<file path="src/hdl/trc_pkg.sv">
// How it works
// - run bit 0 counts; 0 stops and clears
// - prescaler bit 2 starts or stops prescaler
// - stopped counter reads last captured running value
// - run bits 1, 3..31 read zero, reset zero
// - idle bit 3: 0 halts in idle
// - sync bit 5: 1 waits common start
// - buffer bit 7 enables double buffering, reset 0
// - disabling channel keeps programmed register values
package trc_pkg;
  localparam int TRC_ADDR_W = 8;
  localparam int TRC_DATA_W = 32;
  localparam int TRC_CNT_W = 16;
  localparam int TRC_MODE_W = 7;
  localparam logic [7:0] TRC_OFS_ENABLE = 8'h00;
  localparam logic [7:0] TRC_OFS_RUN = 8'h04;
  localparam logic [7:0] TRC_OFS_CONFIG = 8'h08;
  localparam logic [7:0] TRC_OFS_MODE = 8'h0c;
  localparam logic [7:0] TRC_OFS_UPCNT = 8'h1c;
  localparam int TRC_EN_BIT = 0;
  localparam int TRC_RUN_BIT = 0;
  localparam int TRC_PRUN_BIT = 2;
  localparam int TRC_IDLE_BIT = 3;
  localparam int TRC_SYNC_BIT = 5;
  localparam int TRC_RSV6_BIT = 6;
  localparam int TRC_WBF_BIT = 7;
  localparam int TRC_MODE_RO_BIT = 5;
  localparam logic [31:0] TRC_ZERO = 32'h0000_0000;
  localparam logic [6:0] TRC_MODE_RST = 7'h20;
  localparam logic [15:0] TRC_CNT_ONE = 16'h0001;

  typedef struct packed {
    logic [TRC_CNT_W-1:0] count;
    logic [TRC_CNT_W-1:0] captured;
  } trc_cnt_state_t;
endpackage

</file>
<file path="src/hdl/trc_cnt_if.sv">
interface trc_cnt_if;
  import trc_pkg::*;
  logic run;
  logic advance;
  logic [TRC_CNT_W-1:0] count;
  logic [TRC_CNT_W-1:0] captured;
  modport ctl (output run, output advance, input count, input captured);
  modport cnt (input run, input advance, output count, output captured);
endinterface

</file>
<file path="src/hdl/trc_counter.sv">
module trc_counter
  import trc_pkg::*;
(
  input wire logic clk,
  input wire logic nrst,
  trc_cnt_if.cnt cif
);
  trc_cnt_state_t state_reg;
  trc_cnt_state_t state_next;

  always_comb begin
    state_next = state_reg;
    if (!cif.run) begin
      state_next.count = TRC_ZERO[TRC_CNT_W-1:0];
    end else if (cif.advance) begin
      state_next.count = state_reg.count + TRC_CNT_ONE;
    end
    if (cif.run) begin
      state_next.captured = state_reg.count;
    end
  end

  always_ff @(posedge clk or negedge nrst) begin
    if (!nrst) begin
      state_reg <= '0;
    end else begin
      state_reg <= state_next;
    end
  end

  assign cif.count = state_reg.count;
  assign cif.captured = state_reg.captured;
endmodule

</file>
<file path="src/hdl/trc_top.sv">
// Local design decisions: the placing of the registers and the plain strobed port.
module trc_top
  import trc_pkg::*;
(
  input wire logic CLK,
  input wire logic NRST,
  input wire logic [trc_pkg::TRC_ADDR_W-1:0] ADDR,
  input wire logic [trc_pkg::TRC_DATA_W-1:0] WDATA,
  input wire logic WR,
  input wire logic RD,
  output logic [trc_pkg::TRC_DATA_W-1:0] RDATA,
  input wire logic COUNT_TICK,
  input wire logic IDLE_MODE,
  input wire logic SYNC_START,
  output logic COUNTER_RUN,
  output logic PRESCALER_RUN,
  output logic DOUBLE_BUFFER_EN,
  output logic [trc_pkg::TRC_CNT_W-1:0] COUNT_VALUE
);
  import trc_pkg::*;

  typedef struct packed {
    logic channel_enable;
    logic counter_run;
    logic prescaler_run;
    logic idle_operation;
    logic sync_start_mode;
    logic rsv6;
    logic double_buffer_enable;
    logic [TRC_MODE_W-1:0] mode;
    logic started;
    logic [TRC_DATA_W-1:0] rdata;
    logic cnt_run_out;
    logic pre_run_out;
  } trc_top_state_t;

  trc_top_state_t state_reg;
  trc_top_state_t state_next;
  trc_cnt_if cif ();
  logic hold;
  logic advance;

  trc_counter u_counter (
    .clk (CLK),
    .nrst (NRST),
    .cif (cif.cnt)
  );

  function automatic logic [TRC_DATA_W-1:0] bit_word(
    input logic value,
    input int pos
  );
    logic [TRC_DATA_W-1:0] w;
    w = TRC_ZERO;
    w[pos] = value;
    return w;
  endfunction

  // one halt test shared by the counter and the prescaler output
  function automatic logic idle_halt(
    input logic idle_mode,
    input logic idle_op
  );
    return idle_mode && !idle_op;
  endfunction

  // started drops with run, so a stopped sync channel must re-arm
  function automatic logic start_next(
    input logic started,
    input logic run,
    input logic sync_mode,
    input logic sync_in
  );
    logic s;
    s = started;
    if (!run) begin
      s = 1'b0;
    end else if (!sync_mode || sync_in) begin
      s = 1'b1;
    end
    return s;
  endfunction

  function automatic logic count_enable(
    input trc_top_state_t s,
    input logic tick,
    input logic halt
  );
    return tick && s.counter_run && s.started && !halt
      && s.channel_enable;
  endfunction

  function automatic logic [TRC_DATA_W-1:0] run_word(
    input trc_top_state_t s
  );
    return bit_word(s.counter_run, TRC_RUN_BIT)
      | bit_word(s.prescaler_run, TRC_PRUN_BIT);
  endfunction

  // bit 6 is stored as written; software is expected to keep it zero
  function automatic logic [TRC_DATA_W-1:0] config_word(
    input trc_top_state_t s
  );
    return bit_word(s.idle_operation, TRC_IDLE_BIT)
      | bit_word(s.sync_start_mode, TRC_SYNC_BIT)
      | bit_word(s.rsv6, TRC_RSV6_BIT)
      | bit_word(s.double_buffer_enable, TRC_WBF_BIT);
  endfunction

  function automatic logic [TRC_DATA_W-1:0] read_word(
    input trc_top_state_t s,
    input logic [TRC_ADDR_W-1:0] a,
    input logic [TRC_CNT_W-1:0] live,
    input logic [TRC_CNT_W-1:0] snap
  );
    logic [TRC_DATA_W-1:0] w;
    w = TRC_ZERO;
    if (a == TRC_OFS_ENABLE) begin
      w = bit_word(s.channel_enable, TRC_EN_BIT);
    end else if (!s.channel_enable) begin
      w = TRC_ZERO;
    end else begin
      case (a)
        TRC_OFS_RUN: begin
          w = run_word(s);
        end
        TRC_OFS_CONFIG: begin
          w = config_word(s);
        end
        TRC_OFS_MODE: begin
          w[TRC_MODE_W-1:0] = s.mode;
          w[TRC_MODE_RO_BIT] = 1'b1;
        end
        TRC_OFS_UPCNT: begin
          if (s.counter_run) begin
            w[TRC_CNT_W-1:0] = live;
          end else begin
            w[TRC_CNT_W-1:0] = snap;
          end
        end
        default: begin
          w = TRC_ZERO;
        end
      endcase
    end
    return w;
  endfunction

  always_comb begin
    state_next = state_reg;
    hold = 1'b0;
    advance = 1'b0;

    if (WR) begin
      if (ADDR == TRC_OFS_ENABLE) begin
        state_next.channel_enable = WDATA[TRC_EN_BIT];
      end else if (state_reg.channel_enable) begin
        case (ADDR)
          TRC_OFS_RUN: begin
            state_next.counter_run = WDATA[TRC_RUN_BIT];
            state_next.prescaler_run = WDATA[TRC_PRUN_BIT];
          end
          TRC_OFS_CONFIG: begin
            state_next.idle_operation = WDATA[TRC_IDLE_BIT];
            state_next.sync_start_mode = WDATA[TRC_SYNC_BIT];
            state_next.rsv6 = WDATA[TRC_RSV6_BIT];
            state_next.double_buffer_enable = WDATA[TRC_WBF_BIT];
          end
          TRC_OFS_MODE: begin
            state_next.mode = WDATA[TRC_MODE_W-1:0];
          end
          default: begin
            state_next.mode = state_reg.mode;
          end
        endcase
      end
    end

    if (RD) begin
      state_next.rdata = read_word(state_reg, ADDR, cif.count,
                                   cif.captured);
    end else begin
      state_next.rdata = TRC_ZERO;
    end

    // sync channels wait for common start
    state_next.started = start_next(state_reg.started,
      state_reg.counter_run, state_reg.sync_start_mode, SYNC_START);

    hold = idle_halt(IDLE_MODE, state_reg.idle_operation);

    // disabled channel gets no advance strobe, so the count freezes
    // count on tick while running
    advance = count_enable(state_reg, COUNT_TICK, hold);

    state_next.cnt_run_out = state_next.counter_run;
    state_next.pre_run_out = state_next.prescaler_run
      && !idle_halt(IDLE_MODE, state_next.idle_operation);
  end

  always_ff @(posedge CLK or negedge NRST) begin
    if (!NRST) begin
      state_reg <= '0;
      state_reg.mode <= TRC_MODE_RST;
    end else begin
      state_reg <= state_next;
    end
  end

  assign cif.run = state_reg.counter_run;
  assign cif.advance = advance;

  assign RDATA = state_reg.rdata;
  assign COUNTER_RUN = state_reg.cnt_run_out;
  assign PRESCALER_RUN = state_reg.pre_run_out;
  assign DOUBLE_BUFFER_EN = state_reg.double_buffer_enable;
  assign COUNT_VALUE = cif.count;
endmodule

</file>
<file path="config.mk">
export PLATFORM = sky130hd
export DESIGN_NAME = trc_top
export DESIGN_NICKNAME = d
export VERILOG_FILES = /design/src/hdl/trc_pkg.sv /design/src/hdl/trc_cnt_if.sv /design/src/hdl/trc_counter.sv /design/src/hdl/trc_top.sv
export SDC_FILE = /design/constraint.sdc
export NUM_CORES = 1
export LEC_CHECK = 0
export BUFFER_PORTS_ARGS = -buffer_cell sky130_fd_sc_hd__buf_2
export CAP_MARGIN = 20
export CORE_MARGIN = 5
export CORE_UTILIZATION = 35
export CTS_CLUSTER_DIAMETER = 200
export CTS_CLUSTER_SIZE = 10
export DETAILED_ROUTE_END_ITERATION = 6
export GPL_ROUTABILITY_DRIVEN = 0
export GPL_TIMING_DRIVEN = 0
export SLEW_MARGIN = 10
export SYNTH_ARGS = -nofsm -noshare
export SYNTH_HDL_FRONTEND = slang
export SYNTH_HIERARCHICAL = 1
export SYNTH_SLANG_ARGS = --single-unit
</file>
<file path="constraint.sdc">
create_clock -name CLK -period 2.9 [get_ports CLK]
set_input_delay 0.29 -clock CLK [delete_from_list [all_inputs] [get_ports CLK]]
set_output_delay 0.29 -clock CLK [all_outputs]
set_load 0.03 [all_outputs]
</file>
==> impl_results.md, run 1 <==
* Status: finished clean
* CTS clk-pin slew, worst paths at 0.07 ns
* Die extent in x at 105.9 microns
* Clock root cell: sky130_fd_sc_hd__clkbuf_8
* Critical Path Source Type: flip-flop
* Post-DP HPWL at 5.044 mm
* Crit path capture type: flip-flop
* CP Class: flip-flop to flip-flop
* Power density over the cells at 440.8 mW/mm^2
* Final critical-path share of the clock period at 0.9103
* Crit Reg-Reg Endpoint: u_counter/cif.count[15]$_DFFE_PN0P_
* Number of library cell types mapped by synthesis at 49
* Number of vias in the routed layout at 2197
* Share of the yosys chip area belonging to registers at 0.4893
* Area delta synth->final at 20.66%
* Peak VDD IR at 0.0002482 V
* TritonCTS buffer count at 9
* Leading area contributor after synthesis: sky130_fd_sc_hd__dfrtp_1
* Via-per-instance ratio at 4.558
* Vertical extent of the die at 105.9 microns
* Floorplan die area at 0.01122 sq mm
* Post-layout nets at 414
* Initial antenna violation count at 0
* Static Leak at 0.001951 uW
* Biggest fanout along the worst timing path at 13
* Avg Synthesized Cell Area at about 11 sq um
* Total Routed Length at 6.739 mm
* Number of buffers inserted to repair setup after CTS at 0
* Vias in the first global route at 2160
* Wirelength per Cell at roughly 14 microns
* Final Hold Violating Endpoints at 0
* Post-synth top area share at 0.4893
* Setup skew after layout at 0.01021 ns
* Worst reg2reg path depth at 8
* Path class of the lowest-slack min-delay path: input pin to async pin
* Clock Sinks at 63
* Beginning of the worst register-to-register path: COUNTER_RUN$_DFFE_PN0P_
* Count of final setup violators at 0
* Slack of the worst reg-to-reg path at roughly 0.26 ns
* Overall track demand over capacity in global routing at 0.1248
* Gr ovfl total at 0
* Number of top-level pins at 98
* Setup TNS at 0 ns
* Total DRC errors in the routed layout at 0
* Synth top area cells: sky130_fd_sc_hd__dfrtp_1, sky130_fd_sc_hd__mux2_2, sky130_fd_sc_hd__buf_4
* Worst slew pin tran at between 0.7 and 0.8 ns
* Pin count of the biggest net entering global routing at 64
* Mapped Area at approximately 0.0032 sq mm
* First-pass GRT wire length at 10.96 mm
* Final worst path period need at 2.640 ns
* Critical path arrival at around 2.9 ns
* Count of flip-flops with a built-in enable after synthesis at 0
* Remaining number of nets flagged by the antenna check after routing at 0
* Gate count of the mapped netlist at roughly 290
* Iteration count of the initial detailed-routing pass at 5
* End-of-flow core utilization at 0.4268
* Iteration-0 DRC count of the detailed router at between 70 and 80
* Count of input and output buffers at 55
* Maximum buffer depth of the clock tree at 2
* Post-synthesis register bit count at 63
* Number of max-cap violations at 0
* TritonCTS clock tree: yes
* Site Rows at 35
* Peak Freq at roughly 380 MHz
* Final Max Tran Viols at 0
* Area of the core region at 0.009109 sq mm
* Tightest slew margin relative to the limit at 0.4780
* Number of inserted diodes at 0
* Initial Util at 0.3537
* Setup repair after global routing missed its margin: no
* Number of levels in the clock H-tree at 3
* Prevailing post-synth register cell: sky130_fd_sc_hd__dfrtp_1
* Asr flop ratio synth at 1.000
* Critical Path RT at ~3.1 ns
* Warning count from the yosys run at 6
* Insertion delay of the later-clocked pin in the worst-skew pair at around 0.34 ns
* Fraction of layout instances using a drive strength above 1 at 0.3935
* Most frequent standard cell in the layout excluding fill and tap cells: sky130_fd_sc_hd__dfrtp_1
* Cts hold-fix bufs at 0
* Highest-count cells in the layout ignoring fill and taps: sky130_fd_sc_hd__dfrtp_1, sky130_fd_sc_hd__buf_2, sky130_fd_sc_hd__buf_4
* Launch point of the critical path: COUNTER_RUN$_DFFE_PN0P_
-- through the flow --
step	instance area (sq um)	total power [uW]	hold slack, ns	instances	setup WS, ns
6_report	3887	1714	0.01207	482	0.2602
2_1_floorplan	3278	962.2	-0.005591	301	0.2102
4_1_cts	3887	1735	0.06596	482	0.1942
5_1_grt	3887	1784	0.1012	482	0.01283
3_3_place_gp	3692	1001	0.4889	467	-0.3012
3_5_place_dp	3695	1002	0.4327	467	-0.3244
-- routing by layer --
layer,global-route usage,vias to the layer above,part of all wire
met5,0,-,0
met4,0.06383,0,0.020
met3,0.02550,9,0.040
met2,0.2072,40,0.49
met1,0.1539,1041,0.45
li1,-,1107,-
-- synth_stat cells (all sizes together), types with 2 or more instances --
library cell	number
dfrtp	63
a211oi	2
mux2i	20
xor2	4
nor4	5
and3	2
nor3	7
nand2	16
a21boi	3
clkbuf	6
nor2	23
or3b	2
mux2	26
nand4	9
or3	2
nand3	5
xnor2	6
nand2b	4
buf	38
o21ai	7
a22oi	4
and2	10
and4	2
inv	6
a21oi	4
-- worst max-delay path, cell delays in order (launching register included) --
cell and delay [ns]:
sky130_fd_sc_hd__dfrtp_1 0.73, sky130_fd_sc_hd__buf_2 0.43, sky130_fd_sc_hd__nand4_1 0.15, sky130_fd_sc_hd__a21oi_1 0.19
sky130_fd_sc_hd__buf_2 0.24, sky130_fd_sc_hd__nand4_4 0.22, sky130_fd_sc_hd__nor4_4 0.32, sky130_fd_sc_hd__xor2_1 0.09
sky130_fd_sc_hd__and2_1 0.16
-- cells by family (layout without fill, tap and decap cells) --
kind of cell    Yosys count  after routing  share of synthesized area
fa+ha+maj                 1              1                   0.003883
other cells               1             16                   0.001164
xor+xnor                 10             10                    0.02718
buf+inv                  50            120                     0.1002
simple gates             91             91                     0.1732
flops                    63             63                     0.4893
mux                      46             46                     0.1565
compound gates           24             24                    0.04854
-- how the worst max path moves through the flow --
stage                                     endpoint  slack [ns]  cells after the start
3_3_place_gp   u_counter/cif.count[15]$_DFFE_PN0P_       -0.30                      9
6_report       u_counter/cif.count[15]$_DFFE_PN0P_        0.26                      8
5_1_grt        u_counter/cif.count[15]$_DFFE_PN0P_        0.01                      8
3_5_place_dp   u_counter/cif.count[15]$_DFFE_PN0P_       -0.32                      9
2_1_floorplan  u_counter/cif.count[15]$_DFFE_PN0P_        0.21                      9
4_1_cts        u_counter/cif.count[15]$_DFFE_PN0P_        0.19                      8
-- power by group --
group | leakage, uW | switching [uW] | internal, uW | total [uW]
Combinational | 0.000972 | 68.7 | 34.7 | 103
Clock | 0.0000987 | 327 | 403 | 730
Sequential | 0.000880 | 1.05 | 880 | 881
Total | 0.00195 | 396 | 1320 | 1710
-- timing repair --
action,in CTS,in global routing
setup endpoints to repair,11,0
endpoints found under the hold margin,0,0
resized for setup,1,0
-- area by class of cell --
class	instances	area, sq um
tap	111	138.9
multi-input combinational	188	1379
clock buffer	14	182.7
timing repair buffer	55	277.8
inverter	6	22.52
sequential	63	1577
clock inverter	2	12.51
fill	902	5221
buffer	43	297.8
No activity file was read; power rests on OpenSTA's default activity.
==> run 2: changes to the inputs <==
--- a/config.mk
+++ b/config.mk
@@ -17,5 +17,4 @@
 export SLEW_MARGIN = 10
 export SYNTH_ARGS = -nofsm -noshare
 export SYNTH_HDL_FRONTEND = slang
-export SYNTH_HIERARCHICAL = 1
 export SYNTH_SLANG_ARGS = --single-unit
==> run 2 against run 1 <==
  * Global-route usage up 1.2 points
  * Via count down 0.23%
  * Critical endpoint is now state_reg[34]$_DFFE_PN0P_
  * Register-to-register slack better by 0.28 ns
  * Power is 5.4% higher
  * Sequential cell count unchanged
==> impl_results.md, run 2 <==
* Status: finished clean (unchanged)
* Final Hold Violating Endpoints at 0 (unchanged)
* Prevailing post-synth register cell: sky130_fd_sc_hd__dfrtp_1 (unchanged)
* Most common library cells after synthesis: sky130_fd_sc_hd__dfrtp_1, sky130_fd_sc_hd__buf_4, sky130_fd_sc_hd__mux2_2 (was sky130_fd_sc_hd__dfrtp_1, sky130_fd_sc_hd__buf_4, sky130_fd_sc_hd__mux2_2, sky130_fd_sc_hd__nor2_1, sky130_fd_sc_hd__mux2i_1)
* Number of max-cap violations at 0 (unchanged)
* Worst slew pin tran at 0.8660 ns (was 0.7830 ns)
* Reg power frac at 0.501 (was 0.514)
* Dominant cell by count in the synthesized netlist: sky130_fd_sc_hd__dfrtp_1 (unchanged)
* Vertical extent of the die at 102.3 microns (was 105.9 microns)
* Static Leak at 0.001910 uW (was 0.001951 uW)
* Asr flop ratio synth at 1.000 (unchanged)
* Gate count of the mapped netlist at 262 (was 286)
* Quantity of gates resized following cts at 0 (was 1)
* Combinational cell fraction of total power at 0.082 (was 0.060)
* Clock root cell: sky130_fd_sc_hd__clkbuf_8 (unchanged)
* GR met1 Demand/Resource at 0.1735 (was 0.1539)
* CP dominant cell by count: sky130_fd_sc_hd__clkbuf_1 (was sky130_fd_sc_hd__buf_2)
* Post-layout nets at 392 (was 414)
* CTS clk-pin slew, worst paths at 0.07 ns (about the same)
* Overall track demand over capacity in global routing at 0.1364 (was 0.1248)
* Area delta synth->final at 22.40% (was 20.66%)
* Leading area contributor after synthesis: sky130_fd_sc_hd__dfrtp_1 (unchanged)
* Internal Dissipation at 1358 uW (was 1317 uW)
* Clock Sinks at 63 (unchanged)
* Remaining number of nets flagged by the antenna check after routing at 0 (unchanged)
* Power density over the cells at 494.8 mW/mm^2 (was 440.8 mW/mm^2)
* Count of input and output buffers at 56 (was 55)
* Fraction of layout instances using a drive strength above 1 at 0.4097 (was 0.3935)
* Number of buffers inserted to repair setup after CTS at 0 (unchanged)
* Peak VDD IR at 0.0002580 V (was 0.0002482 V)
* Crit path max-delay family: buffers and inverters (was simple AND/OR/NAND/NOR gates)
* Number of top-level pins at 98 (unchanged)
* Synth top area cells: sky130_fd_sc_hd__dfrtp_1, sky130_fd_sc_hd__mux2_2, sky130_fd_sc_hd__buf_4 (unchanged)
* Critical path arrival at 2.61 ns (was 2.87 ns)
* Vias in the first global route at 2175 (was 2160)
* Iteration-0 DRC count of the detailed router at 60 (was 73)
* Post-synth top area share at 0.5285 (was 0.4893)
* Peak Freq at 424.1 MHz (was 378.8 MHz)
* Cts hold-fix bufs at 0 (unchanged)
* Number of library cell types mapped by synthesis at 40 (was 49)
* Share of the yosys chip area belonging to registers at 0.5285 (was 0.4893)
* Site Rows at 33 (was 35)
* Worst Path Buf+Inv at 4 (was 2)
* Total Power at 1807 uW (was 1714 uW)
* Mapped Area at 0.002983 sq mm (was 0.003222 sq mm)
* Min setup slack post-route at 0.5421 ns (was 0.2602 ns)
* Total Routed Length at 6.591 mm (was 6.739 mm)
* TritonCTS clock tree: yes (unchanged)
* Die extent in x at 102.3 microns (was 105.9 microns)
* Net switching fraction of the power at 0.2483 (was 0.2313)
* Area of the core region at 0.008258 sq mm (was 0.009109 sq mm)
* Via-per-instance ratio at 4.828 (was 4.558)
* CP Class: flip-flop to flip-flop (unchanged)
* Critical Path RT at 3.15 ns (was 3.13 ns)
* Pin count of the biggest net entering global routing at 64 (unchanged)
* Final Hold Slack at 0.03693 ns (was 0.01207 ns)
* Final critical-path share of the clock period at 0.8131 (was 0.9103)
* Tightest slew margin relative to the limit at 0.4182 (was 0.4780)
* First-pass GRT wire length at 10.87 mm (was 10.96 mm)
* Count of flip-flops with a built-in enable after synthesis at 0 (unchanged)
* Floorplan die area at 0.01047 sq mm (was 0.01122 sq mm)
* Count of final setup violators at 0 (unchanged)
* Met2 usage at 0.2159 (was 0.2072)
* Wirelength per Cell at 14.52 microns (was 13.98 microns)
* Share of total power in the clock network at 0.417 (was 0.426)
* Setup TNS at 0 ns (unchanged)
* Biggest fanout along the worst timing path at 10 (was 13)
* Warning count from the yosys run at 0 (was 6)
* Total net switching power at 448.5 uW (was 396.4 uW)
* Peak-usage layer in the global routing report: met2 (unchanged)
* Setup repair after global routing missed its margin: no (unchanged)
* Number of inserted diodes at 0 (unchanged)
* Most frequent standard cell in the layout excluding fill and tap cells: sky130_fd_sc_hd__dfrtp_1 (unchanged)
* Insertion delay of the later-clocked pin in the worst-skew pair at 0.34 ns (about the same)
* TritonCTS buffer count at 9 (unchanged)
* Maximum buffer depth of the clock tree at 2 (unchanged)
* Initial antenna violation count at 0 (unchanged)
* Number of vias in the routed layout at 2192 (was 2197)
* Slowest stage delay, CP at 0.50 ns (was 0.73 ns)
* M3 GR Usage at 0.05597 (was 0.02550)
* Highest-count cells in the layout ignoring fill and taps: sky130_fd_sc_hd__dfrtp_1, sky130_fd_sc_hd__buf_2, sky130_fd_sc_hd__buf_4 (unchanged)
* Cells along the critical path: clkbuf_1, buf_1, clkinv_1, clkbuf_1, a21oi_1 (was buf_2, nand4_1, a21oi_1, buf_2, nand4_4, nor4_4, xor2_1, and2_1)
* Gr ovfl total at 0 (unchanged)
* Avg Synthesized Cell Area at 11.38 sq um (was 11.27 sq um)
* Initial Util at 0.3612 (was 0.3537)
* Final Instance Count excl. Fillers at 454 (was 482)
* Iteration count of the initial detailed-routing pass at 4 (was 5)
* Max stage delay cell, worst path: sky130_fd_sc_hd__buf_1 (was sky130_fd_sc_hd__dfrtp_1)
* Path class of the lowest-slack min-delay path: input pin to async pin (unchanged)
* Final Max Tran Viols at 0 (unchanged)
* Post-DP HPWL at 4.895 mm (was 5.044 mm)
* Post-synthesis register bit count at 63 (unchanged)
* Critical Path Source Type: flip-flop (unchanged)
* Crit path capture type: flip-flop (unchanged)
* Placed instance count at 438 (was 467)
* Total DRC errors in the routed layout at 0 (unchanged)
* Number of levels in the clock H-tree at 3 (unchanged)
* Final worst path period need at 2.358 ns (was 2.640 ns)
* Setup WS pre-CTS at 0.4840 ns (was -0.3244 ns)
* Setup skew after layout at 0.008227 ns (was 0.01021 ns)
run 2: cell families after synthesis:
family,synth area share
compound gates,0.05956
xor+xnor,0.02055
fa+ha+maj,0.007550
buf+inv,0.1036
flops,0.5285
mux,0.1170
other cells,0.001257
simple gates,0.1619
run 2: layout make-up:
cell class,instances,area (sq um)
Multi-Input combinational cell,168,1154
Clock inverter,6,60.06
Tap cell,105,131.4
Timing Repair Buffer,56,282.8
Fill cell,807,4607
Inverter,7,26.28
Buffer,39,282.8
Clock buffer,10,137.6
Sequential cell,63,1577
run 2: metal layers:
metal | up-vias | part of all wire
met5 | - | 0
met4 | 0 | 0.0073
met3 | 4 | 0.083
met2 | 72 | 0.47
met1 | 1070 | 0.44
li1 | 1046 | -
run 2: worst paths after layout:
kind                                                      start                                    to  slack, ns  cells after the start
setup / recovery                        COUNTER_RUN$_DFFE_PN0P_             state_reg[34]$_DFFE_PN0P_       0.54                      5
hold / removal                                             NRST   u_counter.cif.count[11]$_DFFE_PN0P_       0.04                      1
setup reg to reg                        COUNTER_RUN$_DFFE_PN0P_             state_reg[34]$_DFFE_PN0P_       0.54                      5
hold reg to reg            u_counter.cif.captured[12]$_DFF_PN0_  u_counter.cif.captured[12]$_DFF_PN0_       0.50                      1
max in group asynchronous                                  NRST                    RDATA[0]$_DFF_PN0_       2.34                      1
min in group CLK                                       WDATA[7]          DOUBLE_BUFFER_EN$_DFFE_PN0P_       0.19                      2
run 2: stage by stage:
stage	area (sq um)	util
2_1_floorplan	3039	-
3_3_place_gp	3451	0.4179
3_5_place_dp	3453	0.4182
4_1_cts	3651	0.4421
5_1_grt	3651	0.4421
6_report	3651	0.4421
run 2: power groups by stage:
| stage | Clock [uW] | Sequential [uW] | Combinational [uW] |
|---|---|---|---|
| after global routing | 825 | 906 | 163 |
| after detailed placement | 0 | 922 | 149 |
| final | 753 | 905 | 148 |
| after CTS | 780 | 905 | 149 |
| after global placement | 0 | 922 | 148 |
| after floorplan | 0 | 931 | 84.1 |
